==> src/pkg/pleb_params.svh <==
// Constants for the leading-edge and state blanking block.
// Assumes a 16-bit register port with word indices as addresses.
// Functional notes
// RL1: Low-side-high enable masks inputs while low-side output is high.
// RL2: Bit 0 enable masks inputs while low-side output is low.
// RL3: Four-bit source select in aux control picks external blanking signal.
// RL4: Twelve-bit delay sets how long inputs are ignored after an edge.
// RL5: Upper four delay register bits read zero, writes ignored.
// RL6: Each enabled edge starts a count of delay clocks, then unmasks.
// RL7: Bit 2 enable masks inputs while high-side output is low.
// RL8: Bit 3 enable masks inputs while high-side output is high.
// RL9: Select 0 means none; 1, 2, 3 pick generators one to three high side.
`ifndef PLEB_PARAMS_SVH
`define PLEB_PARAMS_SVH
`define PLEB_ADDR_W        4
`define PLEB_OFS_CONTROL   4'h0
`define PLEB_OFS_DELAY     4'h1
`define PLEB_OFS_AUX       4'h2
`define PLEB_OFS_STATUS    4'h3
`define PLEB_BIT_LL        0
`define PLEB_BIT_LH        1
`define PLEB_BIT_HL        2
`define PLEB_BIT_HH        3
`define PLEB_BIT_SEL_HI    5
`define PLEB_BIT_SEL_LO    4
`define PLEB_BIT_RISE_H    15
`define PLEB_BIT_FALL_H    14
`define PLEB_BIT_RISE_L    13
`define PLEB_BIT_FALL_L    12
`define PLEB_CTRL_MASK     16'hf03f
`define PLEB_DELAY_MASK    16'h0fff
`define PLEB_AUX_MASK      16'h0f00
`define PLEB_SEL_LSB       8
`define PLEB_SEL_NONE      4'h0
`define PLEB_SEL_GEN1      4'h1
`define PLEB_SEL_GEN2      4'h2
`define PLEB_SEL_GEN3      4'h3
`endif

==> src/pkg/pleb_pkg.sv <==
// Types for the blanking block.
// Assumes the params header is compiled alongside.
package pleb_pkg;
   typedef enum logic [1:0] {
      PLEB_IDLE  = 2'b01,
      PLEB_COUNT = 2'b10
   } pleb_state_t;
   typedef logic [15:0] pleb_word_t;
endpackage

==> src/pkg/pleb_cfg_if.sv <==
// Configuration bundle passed from registers to the blanking core.
// Assumes one clock domain.
interface pleb_cfg_if;
   logic        en_ll;
   logic        en_lh;
   logic        en_hl;
   logic        en_hh;
   logic        sel_hi_en;
   logic        sel_lo_en;
   logic [3:0]  edge_en;
   logic [11:0] delay;
   logic [3:0]  source_sel;
   logic        blank_active;
   logic        leb_active;
   modport regs (output en_ll, en_lh, en_hl, en_hh, sel_hi_en, sel_lo_en, edge_en,
                 delay, source_sel, input blank_active, leb_active);
   modport core (input en_ll, en_lh, en_hl, en_hh, sel_hi_en, sel_lo_en, edge_en,
                 delay, source_sel, output blank_active, leb_active);
endinterface

==> src/pleb_core.sv <==
// Blanking core: state blanking and leading-edge delay counter.
// Assumes PWM outputs and sources are synchronous to clk.
`include "pleb_params.svh"
module pleb_core (
   input  wire logic       clk,
   input  wire logic       rst,
   input  wire logic       high_side_output,
   input  wire logic       low_side_output,
   input  wire logic [2:0] gen_high_side,
   input  wire logic       fault_in,
   input  wire logic       climit_in,
   output logic            fault_qual,
   output logic            climit_qual,
   pleb_cfg_if.core        cfg
);
   import pleb_pkg::*;
   pleb_state_t state_reg, state_next;
   logic [11:0] cnt_reg, cnt_next;
   logic        h_d_reg, l_d_reg, fq_reg, fq_next, cq_reg, cq_next;
   logic        ext_src, src_valid, state_blank, edge_hit, leb_mask, mask;

   ////////////////////////////////////////////////////////////////
   // Blanking source select
   // Reserved codes act like no source, so the low-level enable cannot blank on them
   always_comb begin
      src_valid = 1'b1;
      case (cfg.source_sel) // see RL9
         `PLEB_SEL_GEN1: ext_src = gen_high_side[0];
         `PLEB_SEL_GEN2: ext_src = gen_high_side[1];
         `PLEB_SEL_GEN3: ext_src = gen_high_side[2];
         default: begin
            src_valid = 1'b0;
            ext_src   = 1'b0;
         end
      endcase
   end

   // State blanking from output levels and selected source
   assign state_blank = (cfg.en_lh &  low_side_output)   // see RL1
                      | (cfg.en_ll & ~low_side_output)   // see RL2
                      | (cfg.en_hl & ~high_side_output)  // see RL7
                      | (cfg.en_hh &  high_side_output)  // see RL8
                      | (src_valid &
                         ((cfg.sel_hi_en & ext_src) | (cfg.sel_lo_en & ~ext_src))); // see RL3

   // Enabled edges of either output
   assign edge_hit = (cfg.edge_en[3] &  high_side_output & ~h_d_reg)
                   | (cfg.edge_en[2] & ~high_side_output &  h_d_reg)
                   | (cfg.edge_en[1] &  low_side_output  & ~l_d_reg)
                   | (cfg.edge_en[0] & ~low_side_output  &  l_d_reg);

   ////////////////////////////////////////////////////////////////
   // Leading-edge counter state
   always_comb begin
      state_next = state_reg;
      cnt_next   = cnt_reg;
      case (state_reg)
         PLEB_IDLE: begin
            if (edge_hit && cfg.delay != 12'h000) begin // see RL6
               state_next = PLEB_COUNT;
               cnt_next   = cfg.delay;
            end
         end
         PLEB_COUNT: begin
            if (edge_hit) begin
               cnt_next = cfg.delay; // see RL6
               if (cfg.delay == 12'h000) state_next = PLEB_IDLE;
            end else if (cnt_reg == 12'h001) begin
               state_next = PLEB_IDLE;
               cnt_next   = 12'h000;
            end else begin
               cnt_next = cnt_reg - 12'h001;
            end
         end
         default: begin
            state_next = PLEB_IDLE;
            cnt_next   = 12'h000;
         end
      endcase
   end

   assign leb_mask = (state_reg == PLEB_COUNT);
   assign mask     = leb_mask | state_blank;

   // Qualified outputs
   always_comb begin
      fq_next = fault_in & ~mask;
      cq_next = climit_in & ~mask;
   end

   always_ff @(posedge clk) begin
      if (rst) begin
         state_reg <= PLEB_IDLE;
         cnt_reg   <= 12'h000;
         h_d_reg   <= 1'b0;
         l_d_reg   <= 1'b0;
         fq_reg    <= 1'b0;
         cq_reg    <= 1'b0;
      end else begin
         state_reg <= state_next;
         cnt_reg   <= cnt_next;
         h_d_reg   <= high_side_output;
         l_d_reg   <= low_side_output;
         fq_reg    <= fq_next;
         cq_reg    <= cq_next;
      end
   end

   assign fault_qual       = fq_reg;
   assign climit_qual      = cq_reg;
   assign cfg.blank_active = state_blank;
   assign cfg.leb_active   = leb_mask;

   chk_lh_masks: assert property (@(posedge clk) disable iff (rst)
      cfg.en_lh && low_side_output |=> !fault_qual && !climit_qual) // see RL1
      else $error("low high blank failed");
   chk_ll_masks: assert property (@(posedge clk) disable iff (rst)
      cfg.en_ll && !low_side_output |=> !fault_qual) // see RL2
      else $error("low low blank failed");
   chk_hl_masks: assert property (@(posedge clk) disable iff (rst)
      cfg.en_hl && !high_side_output |=> !climit_qual) // see RL7
      else $error("high low blank failed");
   chk_hh_masks: assert property (@(posedge clk) disable iff (rst)
      cfg.en_hh && high_side_output |=> !fault_qual) // see RL8
      else $error("high high blank failed");
   chk_sel_none: assert property (@(posedge clk) disable iff (rst)
      cfg.source_sel == `PLEB_SEL_NONE && !cfg.en_ll && !cfg.en_lh && !cfg.en_hl
      && !cfg.en_hh |-> !state_blank) // see RL9
      else $error("blank without source");
   chk_sel_reserved: assert property (@(posedge clk) disable iff (rst) // see RL9
      cfg.source_sel > `PLEB_SEL_GEN3 && !cfg.en_ll && !cfg.en_lh && !cfg.en_hl
      && !cfg.en_hh |-> !state_blank)
      else $error("blank from reserved source");
   chk_sel_gen1: assert property (@(posedge clk) disable iff (rst)
      cfg.source_sel == `PLEB_SEL_GEN1 && cfg.sel_hi_en && gen_high_side[0]
      |-> state_blank) // see RL3
      else $error("source one not used");
   chk_leb_start: assert property (@(posedge clk) disable iff (rst)
      edge_hit && cfg.delay != 12'h000 |=> leb_mask && cnt_reg == $past(cfg.delay)) // see RL6
      else $error("blank interval not started");
   chk_leb_end: assert property (@(posedge clk) disable iff (rst)
      leb_mask && cnt_reg == 12'h001 && !edge_hit |=> !leb_mask) // see RL6
      else $error("blank interval not ended");
   chk_leb_gate: assert property (@(posedge clk) disable iff (rst)
      leb_mask |=> !fault_qual) // see RL4
      else $error("fault passed during blank");
endmodule // pleb_core

==> src/pleb_regs.sv <==
// Register file for the blanking block.
// Assumes one-cycle strobes; read data valid the cycle after the strobe.
`include "pleb_params.svh"
module pleb_regs (
   input  wire logic                      clk,
   input  wire logic                      rst,
   input  wire logic [`PLEB_ADDR_W-1:0]   addr,
   input  wire pleb_pkg::pleb_word_t      wr_data,
   input  wire logic                      wr_en,
   input  wire logic                      rd_en,
   output pleb_pkg::pleb_word_t           rd_data,
   pleb_cfg_if.regs                       cfg
);
   import pleb_pkg::*;
   pleb_word_t ctrl_reg, ctrl_next, delay_reg, delay_next, aux_reg, aux_next;
   pleb_word_t rdata_reg, rdata_next;

   // Next-state of registers and read mux
   always_comb begin
      ctrl_next  = ctrl_reg;
      delay_next = delay_reg;
      aux_next   = aux_reg;
      rdata_next = 16'h0000;
      if (wr_en) begin
         case (addr)
            `PLEB_OFS_CONTROL: ctrl_next  = wr_data & `PLEB_CTRL_MASK;
            `PLEB_OFS_DELAY:   delay_next = wr_data & `PLEB_DELAY_MASK; // see RL5
            `PLEB_OFS_AUX:     aux_next   = wr_data & `PLEB_AUX_MASK;
            default: ;
         endcase
      end
      if (rd_en) begin
         case (addr)
            `PLEB_OFS_CONTROL: rdata_next = ctrl_reg;
            `PLEB_OFS_DELAY:   rdata_next = delay_reg; // see RL5
            `PLEB_OFS_AUX:     rdata_next = aux_reg;
            `PLEB_OFS_STATUS:  rdata_next = {14'h0000, cfg.leb_active, cfg.blank_active};
            default:           rdata_next = 16'h0000;
         endcase
      end
   end

   // Register update
   always_ff @(posedge clk) begin
      if (rst) begin
         ctrl_reg  <= 16'h0000;
         delay_reg <= 16'h0000;
         aux_reg   <= 16'h0000;
         rdata_reg <= 16'h0000;
      end else begin
         ctrl_reg  <= ctrl_next;
         delay_reg <= delay_next;
         aux_reg   <= aux_next;
         rdata_reg <= rdata_next;
      end
   end

   assign rd_data        = rdata_reg;
   assign cfg.en_ll      = ctrl_reg[`PLEB_BIT_LL];
   assign cfg.en_lh      = ctrl_reg[`PLEB_BIT_LH];
   assign cfg.en_hl      = ctrl_reg[`PLEB_BIT_HL];
   assign cfg.en_hh      = ctrl_reg[`PLEB_BIT_HH];
   assign cfg.sel_hi_en  = ctrl_reg[`PLEB_BIT_SEL_HI];
   assign cfg.sel_lo_en  = ctrl_reg[`PLEB_BIT_SEL_LO];
   assign cfg.edge_en    = ctrl_reg[`PLEB_BIT_RISE_H:`PLEB_BIT_FALL_L];
   assign cfg.delay      = delay_reg[11:0]; // see RL4
   assign cfg.source_sel = aux_reg[`PLEB_SEL_LSB+3:`PLEB_SEL_LSB]; // see RL3

   chk_delay_upper_zero: assert property (@(posedge clk) disable iff (rst)
      $past(rd_en) && $past(addr) == `PLEB_OFS_DELAY |-> rd_data[15:12] == 4'h0) // see RL5
      else $error("delay upper bits not zero");
endmodule // pleb_regs

==> src/pleb_top.sv <==
// Top of the leading-edge and state blanking block for one PWM channel.
// Assumes all inputs come from logic on clk.
`include "pleb_params.svh"
module pleb_top (
   input  wire logic                      clk,
   input  wire logic                      rst,
   input  wire logic [`PLEB_ADDR_W-1:0]   addr,
   input  wire pleb_pkg::pleb_word_t      wr_data,
   input  wire logic                      wr_en,
   input  wire logic                      rd_en,
   output pleb_pkg::pleb_word_t           rd_data,
   input  wire logic                      high_side_output,
   input  wire logic                      low_side_output,
   input  wire logic [2:0]                gen_high_side,
   input  wire logic                      fault_in,
   input  wire logic                      climit_in,
   output logic                           fault_qual,
   output logic                           climit_qual
);
   import pleb_pkg::*;
   pleb_cfg_if cfg ();

   // Register file
   pleb_regs u_regs (
      .clk     (clk),
      .rst     (rst),
      .addr    (addr),
      .wr_data (wr_data),
      .wr_en   (wr_en),
      .rd_en   (rd_en),
      .rd_data (rd_data),
      .cfg     (cfg)
   );

   // Blanking core
   pleb_core u_core (
      .clk              (clk),
      .rst              (rst),
      .high_side_output (high_side_output),
      .low_side_output  (low_side_output),
      .gen_high_side    (gen_high_side),
      .fault_in         (fault_in),
      .climit_in        (climit_in),
      .fault_qual       (fault_qual),
      .climit_qual      (climit_qual),
      .cfg              (cfg)
   );
endmodule // pleb_top

==> config.mk <==
export PLATFORM = sky130hd
export DESIGN_NAME = pleb_top
export DESIGN_NICKNAME = d
export VERILOG_FILES = /design/src/pkg/pleb_pkg.sv /design/src/pkg/pleb_cfg_if.sv /design/src/pleb_core.sv /design/src/pleb_regs.sv /design/src/pleb_top.sv
export VERILOG_INCLUDE_DIRS = /design/src /design/src/pkg
export SDC_FILE = /design/constraint.sdc
export NUM_CORES = 1
export LEC_CHECK = 0
export ABC_AREA = 1
export BUFFER_PORTS_ARGS = -buffer_cell sky130_fd_sc_hd__clkbuf_2
export CORE_UTILIZATION = 58
export CTS_BUF_LIST = sky130_fd_sc_hd__clkbuf_4
export DETAILED_ROUTE_END_ITERATION = 12
export GPL_TIMING_DRIVEN = 0
export PLACE_DENSITY = 0.87
export SKIP_LAST_GASP = 1
export SLEW_MARGIN = 20
export SYNTH_ARGS = -nofsm -noshare
export SYNTH_HDL_FRONTEND = slang
export SYNTH_SLANG_ARGS = --single-unit
==> constraint.sdc <==
create_clock -name clk -period 1.7 [get_ports clk]
set_input_delay 0.34 -clock clk [delete_from_list [all_inputs] [get_ports clk]]
set_output_delay 0.34 -clock clk [all_outputs]
set_load 0.01 [all_outputs]
; Yosys cells after proc, flatten, opt, wreduce, memory -nomap -nowiden
; Cells that the tools add are included.
[word_totals]
wordCells = 78
regBits = 60
out_inout_bits = 18
[classes]
n_reduce_logical = 10
n_bitwise = 33
muxes = 12
addsub = 1
eq_ne = 12
[op_table]
columns = cell, n
row1 = 16-bit one-hot mux with 4 select lines, 1
row2 = 12-bit two-way mux, 3
row3 = 12-bit one-hot mux with 2 select lines, 1
row4 = 1-bit AND, 17
row5 = 4-bit by 2-bit equality test with 1-bit output (second input constant), 4
row6 = 12-bit by 1-bit equality test with 1-bit output (second input constant), 1
row7 = 12-bit zero test, 1
row8 = 12-bit nonzero test, 1
row9 = 12-bit by 1-bit subtractor with 12-bit output (second input constant), 1
row10 = 1-bit bitwise OR, 9
row11 = 4-bit by 1-bit equality test with 1-bit output (second input constant), 2
row12 = 2-bit two-way mux, 4
row13 = 1-bit inverter, 7
row14 = 2-bit AND reduction, 3
row15 = 4-bit zero test, 1
row16 = 2-bit one-hot mux with 2 select lines, 1
row17 = 3-bit by 2-bit inequality test with 1-bit output (second input constant), 1
row18 = 3-bit inequality test (second input constant), 1
row19 = 1-bit one-hot mux with 3 select lines, 1
row20 = 3-bit AND reduction, 1
row21 = 3-bit OR reduction, 1
row22 = 2-bit by 1-bit equality test with 1-bit output (second input constant), 1
row23 = 2-bit equality test (second input constant), 1
row24 = 2-bit by 1-bit inequality test with 1-bit output (second input constant), 1
row25 = other kinds (3), 3

; Logic depth before layout (Yosys ltp)
[depth]
word_depth = 10
ltp_mapped = 11

; Hierarchy
; A second synthesis with hierarchy kept.
[hier_totals]
hier_cells = 468
hier_area_um2 = 3026.7
[by_module_without_submodules]
columns = module, cells_per_inst, n_inst, area_each_um2
row1 = pleb_regs, 245, 1, 1697.9
row2 = pleb_core, 223, 1, 1328.8

; Worst setup path after synthesis
; OpenSTA, ideal clock, no wires.
[synth_timing]
path_type = input -> register
startpoint = input port addr[3]
endpoint = register u_regs.delay_reg[0]
setup_slack_ps = 372
path_stages = 7
required_ps = 1581
t_arrival_ps = 1209
cell_sequence = nor2_1 > nand3_1 > inv_1 > nand2_1 > clkbuf_1 > o21ai_0 > a21oi_1
[synth_via]
elab_chain_len = 2
[synth_rtl]
columns = element, line_no
row1 = start: declaration, pleb_top.sv:7  ; input wire logic [`PLEB_ADDR_W-1:0] addr,
row2 = 4-bit by 1-bit equality test with 1-bit output, pleb_regs.sv:25  ; case (addr)
row3 = 2-bit AND reduction (no source line), n/a
row4 = end signal: assignment, pleb_regs.sv:52  ; delay_reg <= delay_next;
row5 = end: declaration, pleb_regs.sv:15  ; pleb_word_t ctrl_reg, ctrl_next, delay_reg, delay_next, aux_reg, aux_next;
; No other way between the ends.
; A chain may end at the register's enable or synchronous reset.

; Worst setup path in the final report
[layout_timing]
startpoint = register u_regs.delay_reg[9]
endpoint = register u_core.cnt_reg[8]
[layout_via]
elab_chain_len = 3
[layout_rtl]
columns = element, line_no
row1 = 12-bit nonzero test, pleb_core.sv:59  ; if (edge_hit && cfg.delay != 12'h000) begin
row2 = 1-bit logical AND, pleb_core.sv:59
row3 = 2-bit by 1-bit inequality test with 1-bit output (no source line), n/a
row4 = end signal: assignment, pleb_core.sv:101  ; cnt_reg <= cnt_next;
row5 = end: declaration, pleb_core.sv:18  ; logic [11:0] cnt_reg, cnt_next;
; No other way between the ends.

==> reports/summary.txt <==
Worst slack at placement - -51.5 ps
CTS buffer count - 9
Fin. max-slew vios - 0
Top Usage Layer GRT - met2
Reg2reg start - u_regs.delay_reg[9]
Min-delay src - fault_in
VDD IR-drop max - 756 µV
Final hold violations - 0
Mapped Area - 2920 µm²
Final setup viols - 0
Critical path class - register to register
HPWL Detailed - 5280 µm
Crit-path max FO - 10
Critical R2R Capture - u_core.cnt_reg[8]
Worst Skew - 9.92 ps
Total wire length - 7020 µm
Met3 Use GR - 5.94%
CTS Hold Bufs - 0
Post-CTS Setup Bufs - 0
Die Ht - 72.9 µm
Port bufs - 47
First-pass GRT wire length - 11600 µm
DR iter-0 viols - 222
Clock power share - 30.8%
Multi-input logic area - 1480 µm²
Largest net degree at the start of global routing - 11
H-tree Lvls - 3
Placer's final routability congestion estimate - 0.910
Worst hold slack - 145 ps
Combinational Power Share - 21.4%
Leakage - 1.49 nW
RSZ-0062 raised after global routing - no
Core area - 4790 µm²
Final design utilization - 70.2%
Hold depth - 3
Hold Crit Class - input pin to register
Cell row count - 25
Fin crit share - 90.7%
Nets@finish - 500
CP Data Arrival Time - 1880 ps
Syn Area/Cell - 7.17 µm²
Synth Register Bits - 60
Fillers - 414
Hold endpoint - u_core.fault_qual
Commonest non-fill, non-tap cells in the layout - nand2_1, dfxtp_1, clkbuf_2, inv_1, a21oi_1
Commonest non-fill, non-tap cell in the layout - nand2_1
Normalized max-slew margin - 53.2%
Register-to-Register Path Depth - 10
Sw Ratio - 30.7%
CTS sink count - 60
Final WS setup - 158 ps
Post_cts resized - 0
Tot GR Track Use - 29.1%
CTS tree - done
Critical Path End Type - register
Tmin final - 1540 ps
CP required - 2030 ps
Syn_nets - 442
Io pins - 49
PD cells - 924 nW/µm²
Area grow syn2layout - 15.1%
Status - completed
Max-Cap Viols - 0
FF/Latch Area - 1200 µm²
Layout cells sized above 1 - 21.8%
Reg clk slew, reported paths - 90 ps
Yosys warnings - 0
Antenna viol nets, final - 0
Startpoint class of the critical path - register
Die W - 72.9 µm
Mapped Cells - 407
Grt met1 use - 36.7%
GR Util met2 - 48.4%
Worst reg-to-reg setup slack - 160 ps
Root buffer cell - clkbuf_4
Sequential share of the synthesized area - 41.2%
Vias in the first global route - 2619
Grt ovf - 0
DR vias/cell - 5.30
Max FFs per register - 16
Initial Utilization - 60.9%
Ant diodes - 0
DR pass1 iterations - 5
Unique masters post-synth - 29
Worst skew pair latency - 400 ps
Deepest clock path buffer count - 2
Vias - 2833
Fmax - 648 MHz
Sequential power share - 47.8%
Residual DRC count - 0
Initial antenna violation count - 0
Wire per inst - 13.1 µm
Net Switching - 952 µW
Pint - 2.15 mW
Slew at the pin with the worst max-slew slack - 701 ps
Die area - 5320 µm²
-- cells by family (layout without fill, tap and decap cells) --
logic type / count (synthesis) / after routing / synth area share (%)
AOI/OAI and AO/OA: 77 / 77 / 15.5
DFF: 60 / 60 / 41.2
and+or+nand+nor: 200 / 200 / 31.3
xor gates and xnor gates: 7 / 7 / 2.10
adders and majority gates: 4 / 4 / 1.72
buffers and inverters: 59 / 120 / 8.24
-- synthesized netlist by cell type (all sizes together) --
master,number,area [µm²]
ha,4,50.1
o211ai,1,7.51
clkbuf,7,26.3
nand3,27,155
o21a,3,22.5
xor2,6,52.6
nand2,129,534
o21ai,21,105
nand4,1,6.26
o22ai,1,6.26
nor3,9,50.1
dfxtp,60,1200
nand3b,1,7.51
buf,5,37.5
a21oi,50,303
xnor2,1,8.76
inv,47,176
nor2,33,159
a211oi,1,7.51
-- layer usage --
metal  up-vias  wire length (µm)
li1       1415                 -
met1      1289              3110
met2       111              3350
met3        18               398
met4         0               164
met5         -                 0
-- final cells by class --
type,count,area share (%)
Sequential cell,60,35.8
Clock inverter,3,1.19
Multi-Input combinational cell,288,43.9
Inverter,47,5.25
Buffer,12,1.90
Timing Repair Buffer,47,7.00
Tap cell,67,2.50
Clock buffer,11,2.46
-- how the worst max path moves through the flow --
stage	slack (ps)	to	cells after the start	start
after CTS	160	u_core.state_reg[1]	8	u_core.state_reg[0]
after global routing	20	u_core.cnt_reg[7]	10	u_core.cnt_reg[4]
final	160	u_core.cnt_reg[8]	10	u_regs.delay_reg[9]
after global placement	30	u_regs.delay_reg[1]	8	addr[3]
after floorplan	370	u_regs.delay_reg[0]	7	addr[3]
after detailed placement	-50	u_regs.delay_reg[7]	8	addr[3]
-- critical path, cell delays in order, from the launching register on --
cell and delay, ps:
dfxtp_1 350, inv_1 100, nand2_1 60, nor3_1 200, nand2_1 170, nand2_4 110
nand2_2 60, inv_2 80, buf_6 140, nand2_1 80, a21oi_2 130
-- stage by stage --
| stage | setup TNS (ps) | instance area [µm²] | instances | power [mW] |
|---|---|---|---|---|
| floorplan | 0 | 2920 | 407 | 2.01 |
| global placement | 0 | 3240 | 521 | 2.15 |
| detailed placement | -147 | 3240 | 521 | 2.18 |
| CTS | 0 | 3360 | 535 | 3.11 |
| global route | 0 | 3360 | 535 | 3.27 |
| finish | 0 | 3360 | 535 | 3.10 |
-- power groups by stage --
stage	clock network, mW	registers [mW]	logic, mW
finish	0.955	1.48	0.665
global route	1.03	1.49	0.746
CTS	0.962	1.48	0.665
detailed placement	0	1.52	0.662
global placement	0	1.51	0.638
floorplan	0	1.51	0.500
(Power assumes the default switching activity.)
